### config.mk
export PLATFORM = sky130hd
export DESIGN_NAME = mhb_header_block
export DESIGN_NICKNAME = d
export VERILOG_FILES = /design/src/rtl/mhb_pkg.sv /design/src/rtl/mhb_term_if.sv /design/src/rtl/mhb_term_mem.sv /design/src/rtl/mhb_header_block.sv
export VERILOG_INCLUDE_DIRS = /design/src /design/src/rtl
export SDC_FILE = /design/constraint.sdc
export NUM_CORES = 2
export LEC_CHECK = 0
export BUFFER_PORTS_ARGS = -buffer_cell sky130_fd_sc_hd__buf_2
export CORE_MARGIN = 5
export CORE_UTILIZATION = 40
export CTS_CLUSTER_SIZE = 14
export DETAILED_ROUTE_END_ITERATION = 12
export HOLD_SLACK_MARGIN = 0.12
export PLACE_DENSITY = 0.53
export SYNTH_ARGS = -nofsm -noshare
export SYNTH_HDL_FRONTEND = slang
export SYNTH_SLANG_ARGS = --single-unit
### constraint.sdc
create_clock -name CLK_SYS -period 4.75 [get_ports CLK_SYS]
set_input_delay 0.475 -clock CLK_SYS [delete_from_list [all_inputs] [get_ports CLK_SYS]]
set_output_delay 0.475 -clock CLK_SYS [all_outputs]
set_load 0.05 [all_outputs]
### src/rtl/mhb_params.svh
// Offsets, field positions, reset values and mode masks of the header block
`ifndef MHB_PARAMS_SVH
`define MHB_PARAMS_SVH

// ----------------------------------------------------------------------------
// Header word byte offsets
// ----------------------------------------------------------------------------
`define MHB_OFF_ERR_HI      8'h0a
`define MHB_OFF_START_PTR   8'h0e
`define MHB_OFF_STOP_PTR    8'h10
`define MHB_OFF_START_PAGE  8'h12
`define MHB_OFF_STOP_PAGE   8'h14
`define MHB_OFF_MASK_A      8'h16
`define MHB_OFF_MASK_B      8'h18
`define MHB_OFF_SUPPRESS    8'h1a
`define MHB_OFF_MC_LOW      8'h1c
`define MHB_OFF_MC_HIGH     8'h1e

// ----------------------------------------------------------------------------
// Reset values and field layout
// ----------------------------------------------------------------------------
`define MHB_RST_WORD        16'h0000
`define MHB_RST_PAGE        4'h0
`define MHB_PAGE_MSB        3
`define MHB_SUPPRESS_USED   16'h7fff
`define MHB_CTL_SIM_BIT     9
`define MHB_CTL_MON_BIT     8
`define MHB_FIRST_HI_WORD   6'h11
`define MHB_LAST_HI_WORD    6'h20
`define MHB_RING_STEP       20'h00002

// ----------------------------------------------------------------------------
// Interrupt mask bit positions
// ----------------------------------------------------------------------------
`define MHB_IRQ_TX_ERROR    15
`define MHB_IRQ_DMA_ERROR   14
`define MHB_IRQ_PAGE_FULL   13
`define MHB_IRQ_END_MSG     12
`define MHB_IRQ_PROG_ERROR  11
`define MHB_IRQ_RING_FULL   10
`define MHB_IRQ_STOP        9
`define MHB_IRQ_LOCK_LOST   8
`define MHB_IRQ_ILLEGAL_CMD 7
`define MHB_IRQ_CMD_TRIGGER 6
`define MHB_IRQ_MODE_CODE   5
`define MHB_IRQ_RETRY_OK    4
`define MHB_IRQ_RETRY_FAIL  3
`define MHB_IRQ_BIT_FAIL    2
`define MHB_IRQ_BIT_COMPARE 1
`define MHB_IRQ_SECONDARY   0

// ----------------------------------------------------------------------------
// Transfer suppress bits honoured per operating mode
// ----------------------------------------------------------------------------
`define MHB_SUP_MASK_MRT    16'h7010
`define MHB_SUP_MASK_MON    16'h70f0
`define MHB_SUP_MASK_BC     16'h4fef

`endif

### src/rtl/mhb_pkg.sv
// Types shared by the header block and its terminal table
package mhb_pkg;

  typedef enum logic [1:0] {
    MHB_MODE_BC,
    MHB_MODE_MRT,
    MHB_MODE_MON
  } mhb_mode_e;

  typedef enum logic {
    MHB_RING_IDLE,
    MHB_RING_RUN
  } mhb_ring_e;

  typedef struct packed {
    logic [15:0] mask_a;
    logic [15:0] mask_b;
    logic        sim;
    logic        mon;
  } mhb_term_s;

endpackage

### src/rtl/mhb_term_if.sv
// Carrier between the header block and its per-terminal table
interface mhb_term_if
  import mhb_pkg::*;
#(
  parameter int AW = 5
);
  logic            wr_en;
  logic [AW-1:0]   wr_addr;
  mhb_term_s       wr_data;
  logic [AW-1:0]   rd_addr;
  mhb_term_s       rd_data;

  modport ctrl (output wr_en, output wr_addr, output wr_data, output rd_addr,
                input rd_data);
  modport mem  (input wr_en, input wr_addr, input wr_data, input rd_addr,
                output rd_data);
endinterface

### src/rtl/mhb_term_mem.sv
// Per-terminal mask and activity table with registered read
module mhb_term_mem
  import mhb_pkg::*;
#(
  parameter int DEPTH = 32,
  parameter int AW    = 5
)
(
  input  wire logic   clk,
  input  wire logic   rst_n,
  mhb_term_if.mem     term
);

  mhb_term_s table_ff [DEPTH];

  initial
  begin
    if (DEPTH != (1 << AW))
      $error("mhb_term_mem: DEPTH must equal 2**AW");
  end

  // --------------------------------------------------------------------------
  // Storage, cleared so unwritten terminals stay inactive
  // --------------------------------------------------------------------------
  always_ff @(posedge clk)
  begin
    if (!rst_n)
    begin
      for (int i = 0; i < DEPTH; i++)
        table_ff[i] <= '0;
    end
    else if (term.wr_en)
    begin
      table_ff[term.wr_addr] <= term.wr_data;
    end
  end

  // --------------------------------------------------------------------------
  // Registered read port
  // --------------------------------------------------------------------------
  always_ff @(posedge clk)
  begin
    if (!rst_n)
      term.rd_data <= '0;
    else
      term.rd_data <= table_ff[term.rd_addr];
  end

endmodule // mhb_term_mem

### src/rtl/mhb_header_block.sv
// Header control words of the multi-terminal and monitor engine
//
// Overview of operation
// - Second error word select bit 0..15 marks data words 17..32, for all terminals.
// - Ring begin/end words bound the capture ring, used only in monitor mode.
// - Ring start address is begin map bits 3:0 over begin pointer.
// - Ring end address is end map bits 3:0 over end pointer.
// - Header interrupt masks are ORed into every terminal's own mask.
// - Interrupt raised when effective mask and status share a set bit and the terminal is active (sim or mon bit set).
// - Mask bits 15..8: transmit, transfer, page full, end, program, ring, stop, lock.
// - Mask bits 7..0: illegal, trigger, mode code, retry, bus switch, self test, secondary.
// - Each suppress bit honoured in the current mode blocks its transfer for all terminals; bit 15 reads zero.
// - Multi-terminal/monitor: bits 14,13,12,4 block gap, time tags, new data pointer.
// - Controller/monitor: bit 7 response time, bits 6 and 5 status words.
// - Controller: bits 11..8, 3..0 block retry, interrupt, status mask, error fetches.
// - First mode code enable word: bit n enables mode code n.
// - Second mode code enable word: bit n enables mode code n plus 16.
// - One block per terminal, or one shared block when all-terminal option set.
// - A terminal block applies to the terminal address it carries.
// - Terminal blocks accepted in any order and any mix.
// - Terminal masks ORed with header masks form the final masks.
`include "mhb_params.svh"

module mhb_header_block
  import mhb_pkg::*;
#(
  parameter int TERMINALS = 32
)
(
  input  wire logic        CLK_SYS,
  input  wire logic        RST_N,
  input  wire logic        HOST_WR,
  input  wire logic        HOST_RD,
  input  wire logic [7:0]  HOST_ADDR,
  input  wire logic [15:0] HOST_WDATA,
  output logic      [15:0] HOST_RDATA,
  output logic             HOST_RVALID,
  input  mhb_mode_e        MODE,
  input  wire logic        ALL_TERMINALS,
  input  wire logic        TB_WR,
  input  wire logic [4:0]  TB_TERMINAL_ADDR,
  input  wire logic [15:0] TB_CONTROL_WORD,
  input  wire logic [15:0] TB_MASK_A,
  input  wire logic [15:0] TB_MASK_B,
  input  wire logic        EVT_VALID,
  input  wire logic [4:0]  EVT_TERMINAL_ADDR,
  input  wire logic [15:0] EVT_STATUS,
  input  wire logic [5:0]  WORD_NUM,
  output logic             WORD_ERR_HI,
  output logic      [15:0] ERR_WORD_SEL_HI,
  input  wire logic        CAP_WR,
  output logic      [19:0] RING_START,
  output logic      [19:0] RING_STOP,
  output logic      [19:0] RING_ADDR,
  output logic             RING_WRAP,
  output logic      [15:0] SUPPRESS,
  output logic      [31:0] MODE_CODE_EN,
  output logic             IRQ_A,
  output logic             IRQ_B,
  output logic      [4:0]  IRQ_TERMINAL_ADDR,
  output logic      [15:0] IRQ_CAUSE_A,
  output logic      [15:0] IRQ_CAUSE_B
);

  localparam int AW = $clog2(TERMINALS);

  initial
  begin
    if (TERMINALS < 2 || TERMINALS > 32 || (TERMINALS & (TERMINALS - 1)) != 0)
      $error("mhb_header_block: TERMINALS must be a power of two, 2 to 32");
  end

  // --------------------------------------------------------------------------
  // Header words
  // --------------------------------------------------------------------------
  logic [15:0] err_hi_ff;
  logic [15:0] start_ptr_ff;
  logic [15:0] stop_ptr_ff;
  logic [3:0]  start_page_ff;
  logic [3:0]  stop_page_ff;
  logic [15:0] mask_a_ff;
  logic [15:0] mask_b_ff;
  logic [15:0] suppress_word_ff;
  logic [15:0] mc_low_ff;
  logic [15:0] mc_high_ff;

  always_ff @(posedge CLK_SYS)
  begin
    if (!RST_N)
    begin
      err_hi_ff        <= `MHB_RST_WORD;
      start_ptr_ff     <= `MHB_RST_WORD;
      stop_ptr_ff      <= `MHB_RST_WORD;
      start_page_ff    <= `MHB_RST_PAGE;
      stop_page_ff     <= `MHB_RST_PAGE;
      mask_a_ff        <= `MHB_RST_WORD;
      mask_b_ff        <= `MHB_RST_WORD;
      suppress_word_ff <= `MHB_RST_WORD;
      mc_low_ff        <= `MHB_RST_WORD;
      mc_high_ff       <= `MHB_RST_WORD;
    end
    else if (HOST_WR)
    begin
      case (HOST_ADDR)
        `MHB_OFF_ERR_HI:     err_hi_ff     <= HOST_WDATA;
        `MHB_OFF_START_PTR:  start_ptr_ff  <= HOST_WDATA;
        `MHB_OFF_STOP_PTR:   stop_ptr_ff   <= HOST_WDATA;
        `MHB_OFF_START_PAGE: start_page_ff <= HOST_WDATA[`MHB_PAGE_MSB:0];
        `MHB_OFF_STOP_PAGE:  stop_page_ff  <= HOST_WDATA[`MHB_PAGE_MSB:0];
        `MHB_OFF_MASK_A:     mask_a_ff     <= HOST_WDATA;
        `MHB_OFF_MASK_B:     mask_b_ff     <= HOST_WDATA;
        `MHB_OFF_SUPPRESS:   suppress_word_ff <= HOST_WDATA & `MHB_SUPPRESS_USED;
        `MHB_OFF_MC_LOW:     mc_low_ff     <= HOST_WDATA;
        `MHB_OFF_MC_HIGH:    mc_high_ff    <= HOST_WDATA;
        default:             ;
      endcase
    end
  end

  // --------------------------------------------------------------------------
  // Host read-back
  // --------------------------------------------------------------------------
  logic [15:0] nxt_rdata;

  always_comb
  begin
    case (HOST_ADDR)
      `MHB_OFF_ERR_HI:     nxt_rdata = err_hi_ff;
      `MHB_OFF_START_PTR:  nxt_rdata = start_ptr_ff;
      `MHB_OFF_STOP_PTR:   nxt_rdata = stop_ptr_ff;
      `MHB_OFF_START_PAGE: nxt_rdata = {12'h000, start_page_ff};
      `MHB_OFF_STOP_PAGE:  nxt_rdata = {12'h000, stop_page_ff};
      `MHB_OFF_MASK_A:     nxt_rdata = mask_a_ff;
      `MHB_OFF_MASK_B:     nxt_rdata = mask_b_ff;
      `MHB_OFF_SUPPRESS:   nxt_rdata = suppress_word_ff;
      `MHB_OFF_MC_LOW:     nxt_rdata = mc_low_ff;
      `MHB_OFF_MC_HIGH:    nxt_rdata = mc_high_ff;
      default:             nxt_rdata = 16'h0000;
    endcase
  end

  always_ff @(posedge CLK_SYS)
  begin
    if (!RST_N)
    begin
      HOST_RDATA  <= 16'h0000;
      HOST_RVALID <= 1'b0;
    end
    else
    begin
      HOST_RDATA  <= HOST_RD ? nxt_rdata : 16'h0000;
      HOST_RVALID <= HOST_RD;
    end
  end

  // --------------------------------------------------------------------------
  // Error word selects for data words 17 to 32
  // --------------------------------------------------------------------------
  logic [5:0] word_ofs;
  logic       nxt_word_err_hi;

  assign word_ofs = WORD_NUM - `MHB_FIRST_HI_WORD;

  always_comb
  begin
    if (WORD_NUM >= `MHB_FIRST_HI_WORD && WORD_NUM <= `MHB_LAST_HI_WORD)
      nxt_word_err_hi = err_hi_ff[word_ofs[3:0]];
    else
      nxt_word_err_hi = 1'b0;
  end

  always_ff @(posedge CLK_SYS)
  begin
    if (!RST_N)
    begin
      WORD_ERR_HI     <= 1'b0;
      ERR_WORD_SEL_HI <= 16'h0000;
    end
    else
    begin
      WORD_ERR_HI     <= nxt_word_err_hi;
      ERR_WORD_SEL_HI <= err_hi_ff;
    end
  end

  // --------------------------------------------------------------------------
  // Monitor capture ring
  // --------------------------------------------------------------------------
  mhb_ring_e   ring_state_ff;
  logic [19:0] start_addr;
  logic [19:0] stop_addr;

  assign start_addr = {start_page_ff, start_ptr_ff};
  assign stop_addr  = {stop_page_ff, stop_ptr_ff};

  always_ff @(posedge CLK_SYS)
  begin
    if (!RST_N)
    begin
      ring_state_ff <= MHB_RING_IDLE;
      RING_ADDR     <= 20'h00000;
      RING_WRAP     <= 1'b0;
    end
    else
    begin
      RING_WRAP <= 1'b0;
      case (ring_state_ff)
        MHB_RING_IDLE:
        begin
          RING_ADDR <= start_addr;
          // Ring only runs in monitor mode
          if (MODE == MHB_MODE_MON)
            ring_state_ff <= MHB_RING_RUN;
        end
        MHB_RING_RUN:
        begin
          if (MODE != MHB_MODE_MON)
            ring_state_ff <= MHB_RING_IDLE;
          else if (CAP_WR)
          begin
            if (RING_ADDR == stop_addr)
            begin
              RING_ADDR <= start_addr;
              RING_WRAP <= 1'b1;
            end
            else
            begin
              RING_ADDR <= RING_ADDR + `MHB_RING_STEP;
            end
          end
        end
        default:
        begin
          ring_state_ff <= MHB_RING_IDLE;
        end
      endcase
    end
  end

  always_ff @(posedge CLK_SYS)
  begin
    if (!RST_N)
    begin
      RING_START <= 20'h00000;
      RING_STOP  <= 20'h00000;
    end
    else
    begin
      RING_START <= start_addr;
      RING_STOP  <= stop_addr;
    end
  end

  // --------------------------------------------------------------------------
  // Transfer suppression by mode
  // --------------------------------------------------------------------------
  logic [15:0] mode_sup_mask;

  always_comb
  begin
    case (MODE)
      // Gap, time tags, new data pointer
      MHB_MODE_MRT: mode_sup_mask = `MHB_SUP_MASK_MRT;
      // Adds response time and status words
      MHB_MODE_MON: mode_sup_mask = `MHB_SUP_MASK_MON;
      MHB_MODE_BC:  mode_sup_mask = `MHB_SUP_MASK_BC;
      default:      mode_sup_mask = 16'h0000;
    endcase
  end

  always_ff @(posedge CLK_SYS)
  begin
    if (!RST_N)
      SUPPRESS <= 16'h0000;
    else
      SUPPRESS <= suppress_word_ff & mode_sup_mask;
  end

  // --------------------------------------------------------------------------
  // Mode code enables
  // --------------------------------------------------------------------------
  always_ff @(posedge CLK_SYS)
  begin
    if (!RST_N)
      MODE_CODE_EN <= 32'h00000000;
    else
      MODE_CODE_EN <= {mc_high_ff, mc_low_ff};
  end

  // --------------------------------------------------------------------------
  // Per-terminal blocks
  // --------------------------------------------------------------------------
  mhb_term_if #(.AW(AW)) term ();

  logic [AW-1:0] common_ta_ff;

  mhb_term_mem #(
    .DEPTH (TERMINALS),
    .AW    (AW)
  ) u_term_mem (
    .clk   (CLK_SYS),
    .rst_n (RST_N),
    .term  (term.mem)
  );

  // Stored at the carried address, any order
  assign term.wr_en        = TB_WR;
  assign term.wr_addr      = TB_TERMINAL_ADDR[AW-1:0];
  assign term.wr_data      = '{mask_a: TB_MASK_A,
                               mask_b: TB_MASK_B,
                               sim:    TB_CONTROL_WORD[`MHB_CTL_SIM_BIT],
                               mon:    TB_CONTROL_WORD[`MHB_CTL_MON_BIT]};
  assign term.rd_addr      = ALL_TERMINALS ? common_ta_ff : EVT_TERMINAL_ADDR[AW-1:0];

  always_ff @(posedge CLK_SYS)
  begin
    if (!RST_N)
      common_ta_ff <= '0;
    else if (TB_WR)
      common_ta_ff <= TB_TERMINAL_ADDR[AW-1:0];
  end

  // --------------------------------------------------------------------------
  // Interrupt evaluation, two stages
  // --------------------------------------------------------------------------
  logic        evt_ff;
  logic [4:0]  evt_ta_ff;
  logic [15:0] evt_status_ff;
  logic [15:0] eff_mask_a;
  logic [15:0] eff_mask_b;
  logic        term_active;

  always_ff @(posedge CLK_SYS)
  begin
    if (!RST_N)
    begin
      evt_ff        <= 1'b0;
      evt_ta_ff     <= 5'h00;
      evt_status_ff <= 16'h0000;
    end
    else
    begin
      evt_ff        <= EVT_VALID;
      evt_ta_ff     <= EVT_TERMINAL_ADDR;
      evt_status_ff <= EVT_STATUS;
    end
  end

  // Header masks ORed into terminal masks
  assign eff_mask_a  = mask_a_ff | term.rd_data.mask_a;
  assign eff_mask_b  = mask_b_ff | term.rd_data.mask_b;
  assign term_active = term.rd_data.sim | term.rd_data.mon;

  always_ff @(posedge CLK_SYS)
  begin
    if (!RST_N)
    begin
      IRQ_A             <= 1'b0;
      IRQ_B             <= 1'b0;
      IRQ_TERMINAL_ADDR <= 5'h00;
      IRQ_CAUSE_A       <= 16'h0000;
      IRQ_CAUSE_B       <= 16'h0000;
    end
    else if (evt_ff && term_active)
    begin
      // Any common set bit raises the level
      // Cause bits keep their mask meaning
      IRQ_A             <= |(eff_mask_a & evt_status_ff);
      IRQ_B             <= |(eff_mask_b & evt_status_ff);
      IRQ_TERMINAL_ADDR <= evt_ta_ff;
      IRQ_CAUSE_A       <= eff_mask_a & evt_status_ff;
      IRQ_CAUSE_B       <= eff_mask_b & evt_status_ff;
    end
    else
    begin
      IRQ_A             <= 1'b0;
      IRQ_B             <= 1'b0;
      IRQ_CAUSE_A       <= 16'h0000;
      IRQ_CAUSE_B       <= 16'h0000;
    end
  end

endmodule // mhb_header_block

==> impl_metrics.env <==
export IMPL_status="complete, no violations"
export IMPL_cts_buffers=161
export IMPL_hp_class="in -> reg"
export IMPL_grt_overflow=0
export IMPL_io_buffers=280
export IMPL_drive_above_1_share=0.1548
export IMPL_r2r_start="common_ta_ff[0]"
export IMPL_yosys_most_used_dff="edfxtp_1"
export IMPL_powerDensity_nw_per_um2=399.2
export IMPL_yosys_warnings=0
export IMPL_netlist_instances=5186
export IMPL_cp_start_kind="flop"
export IMPL_ios=296
export IMPL_synthesis_nets=5307
export IMPL_vias=41276
export IMPL_min_path_cells=3
export IMPL_htreeDepth=4
export IMPL_clock_sinks=1466
export IMPL_start_util=0.4012
export IMPL_peakVddDrop_v=0.0003430
export IMPL_insertion_delay_ps=800
export IMPL_first_global_vias=40179
export IMPL_antenna_found_initial=21
export IMPL_synth_seq_cells=1466
export IMPL_grt_util_all_layers=0.2417
export IMPL_leakage_nw=26.49
export IMPL_arrival_ps=3880
export IMPL_r2r_end="u_term_mem.term.rd_data[11]"
export IMPL_placed_area_um2=67270
export IMPL_max_cap_violations=0
export IMPL_grt_max_degree=165
export IMPL_ys_types=68
export IMPL_p_int_w=0.02197
export IMPL_reg2reg_depth=7
export IMPL_tightestPinTransition_ps=1151
export IMPL_drcViolationCount=0
export IMPL_gp_congestion=0.9243
export IMPL_r2r_setup_slack_ps=1480
export IMPL_critPathRequiredTime_ps=5360
export IMPL_combPwrFrac=0.084
export IMPL_power_switching_w=0.007147
export IMPL_cts_resized=0
export IMPL_critPathMaxFanout=29
export IMPL_cts_tree="done"
export IMPL_drv_slew=0
export IMPL_holdWs_ps=221.2
export IMPL_holdCritStartpoint="EVT_TERMINAL_ADDR[2]"
export IMPL_p_clk_frac=0.418
export IMPL_critical_path_class="reg -> reg"
export IMPL_die_w_um=408.1
export IMPL_wl_mm=206.9
export IMPL_syn2layout_area_growth_pct=15.02
export IMPL_tns_ps=0
export IMPL_wire_per_inst_um=27.32
export IMPL_fin_crit_ps=3273
export IMPL_layout_cells_most_common="and2_1"
export IMPL_die_area_um2=166600
export IMPL_seq_power_share=0.499
export IMPL_hpwlAfterDp_mm=127.8
export IMPL_finalSetupViolCount=0
export IMPL_syn_area_per_cell_um2=12.23
export IMPL_clock_path_buffers=3
export IMPL_netlist_area_um2=63400
export IMPL_firstDrtPassIters=8
export IMPL_cts_root_buffer="clkbuf_16"
export IMPL_async_flop_share=0
export IMPL_yosysSeqAreaShare=0.6347
export IMPL_fin_skew_ps=29.59
export IMPL_fmax_mhz=305.5
export IMPL_period_share=0.6890
export IMPL_nets=5492
export IMPL_fin_util=0.4615
export IMPL_switching_share=0.2455
export IMPL_rsz0062_at_grt="false"
export IMPL_slew_headroom=0.2249
export IMPL_hold_viol_final=0
export IMPL_mostFrequentLayoutCells="and2_1 (1200), edfxtp_1 (1088), nand2_1 (731)"
export IMPL_post_cts_buffers=0
export IMPL_synth_edf_count=1088
export IMPL_drtIter0Drc=3946
export IMPL_path_clk_slew_ps=60
export IMPL_rows=146
export IMPL_design_core_area_um2=158000
export IMPL_antenna_left=0
export IMPL_avgViaCountPerCell=5.450
export IMPL_cp_end_kind="flop"
export IMPL_grt_pass1_wl_mm=293.4
export IMPL_final_area_um2=72920
export IMPL_min_to="evt_ta_ff[2]"
export IMPL_die_y_um=408.1
[timing repair]
item,in CTS,in global routing
endpoints found under the hold margin,166,0
setup endpoints to repair,0,0
hold buffers,52,0
[layout make-up]
type / instances / area, um2
clock buffers: 235 / 4593
fillers: 14192 / 85090
diodes: 6 / 15.01
flip-flops and latches: 1466 / 40240
well taps: 2072 / 2592
inverters: 18 / 72.57
repair buffers: 481 / 3272
multi-input cells: 3243 / 21620
clock inverters: 53 / 523.0
[power groups by stage]
| stage | clock, W | sequential (W) | combinational [W] |
|---|---|---|---|
| 2_1_floorplan | 0 | 0.0147 | 0.00134 |
| 6_report | 0.0122 | 0.0145 | 0.00243 |
| 3_3_place_gp | 0 | 0.0148 | 0.00240 |
| 3_5_place_dp | 0 | 0.0148 | 0.00241 |
| 5_1_grt | 0.0129 | 0.0146 | 0.00256 |
| 4_1_cts | 0.0123 | 0.0145 | 0.00245 |
[logic make-up (layout without fill, tap and decap cells)]
kind of cell	count (synthesis)	after routing	share of synthesized area
simple gates	2285	2285	0.1892
flops	1466	1466	0.6347
compound gates	538	538	0.05569
buf+inv	477	787	0.03341
mux	373	373	0.08014
xor+xnor	39	39	0.005388
fa+ha+maj	7	7	0.001381
other cells	1	7	0.00005915
[metrics by stage]
step	power, W	setup slack [ps]	instances
3_5_place_dp	0.01719	1006	7228
6_report	0.02911	1477	7574
4_1_cts	0.02930	1469	7568
3_3_place_gp	0.01716	1054	7228
2_1_floorplan	0.01608	446.2	5186
5_1_grt	0.03001	1153	7568
[synthesized netlist by cell type, types with 4 or more instances]
cell / count / area, um2
a2111oi_1: 34 / 340.3
a211oi_1: 11 / 82.58
a21oi_1: 177 / 885.9
a222oi_1: 7 / 70.07
a22oi_1: 21 / 157.7
a311oi_1: 35 / 306.5
a31oi_1: 73 / 456.7
a32oi_1: 69 / 604.3
and2_1: 1200 / 7507
and3_1: 22 / 137.6
buf_1: 5 / 18.77
buf_12: 12 / 240.2
buf_2: 48 / 240.2
buf_4: 8 / 60.06
buf_6: 4 / 45.04
clkbuf_1: 380 / 1426
dfxtp_1: 378 / 7567
edfxtp_1: 1088 / 32670
ha_1: 7 / 87.58
inv_1: 17 / 63.81
mux2_2: 13 / 146.4
mux2i_1: 253 / 2532
mux4_2: 106 / 2387
nand2_1: 731 / 2744
nand2b_1: 4 / 25.02
nand3_1: 134 / 670.6
nand3b_1: 6 / 45.04
nand4_1: 15 / 93.84
nor2_1: 131 / 491.7
nor3_1: 12 / 60.06
nor4_1: 7 / 43.79
o21ai_0: 80 / 400.4
o21ai_1: 5 / 25.02
o22ai_1: 10 / 62.56
xnor2_1: 18 / 157.7
xor2_1: 21 / 183.9
[flip-flops by register name, summed over array words and instances, names as in the netlist, 20 cells and up]
register and flops:
MODE_CODE_EN 32, u_term_mem.table_ff 1088, RING_STOP 20, RING_START 20, u_term_mem.term.rd_data 34, RING_ADDR 20
[worst max-delay path by stage]
stage                          startpoint                          end  slack, ps  cells past startpoint
final                     common_ta_ff[0]  u_term_mem.term.rd_data[11]       1480                      7
after global routing      common_ta_ff[0]  u_term_mem.term.rd_data[11]       1150                      7
after CTS                 common_ta_ff[0]  u_term_mem.term.rd_data[11]       1470                      7
after detailed placement    ALL_TERMINALS  u_term_mem.term.rd_data[11]       1010                      8
after global placement      ALL_TERMINALS  u_term_mem.term.rd_data[11]       1050                      8
after floorplan                     TB_WR    u_term_mem.table_ff[6][0]        450                      5
[critical path: stages (launching register included)]
cell and delay (ps):
dfxtp_1 500, mux2_8 530, buf_12 270, mux4_2 550, nand2_1 90, a21oi_1 200
a311oi_1 760, a2111oi_1 120
[routing by layer]
layer,global-route usage,vias to the layer above,share of wire
li1,-,18632,-
met1,0.3229,20629,0.42
met2,0.3952,1661,0.47
met3,0.04201,350,0.070
met4,0.09312,4,0.041
met5,0,-,0.00013
Power figures use the tool's default switching activity.
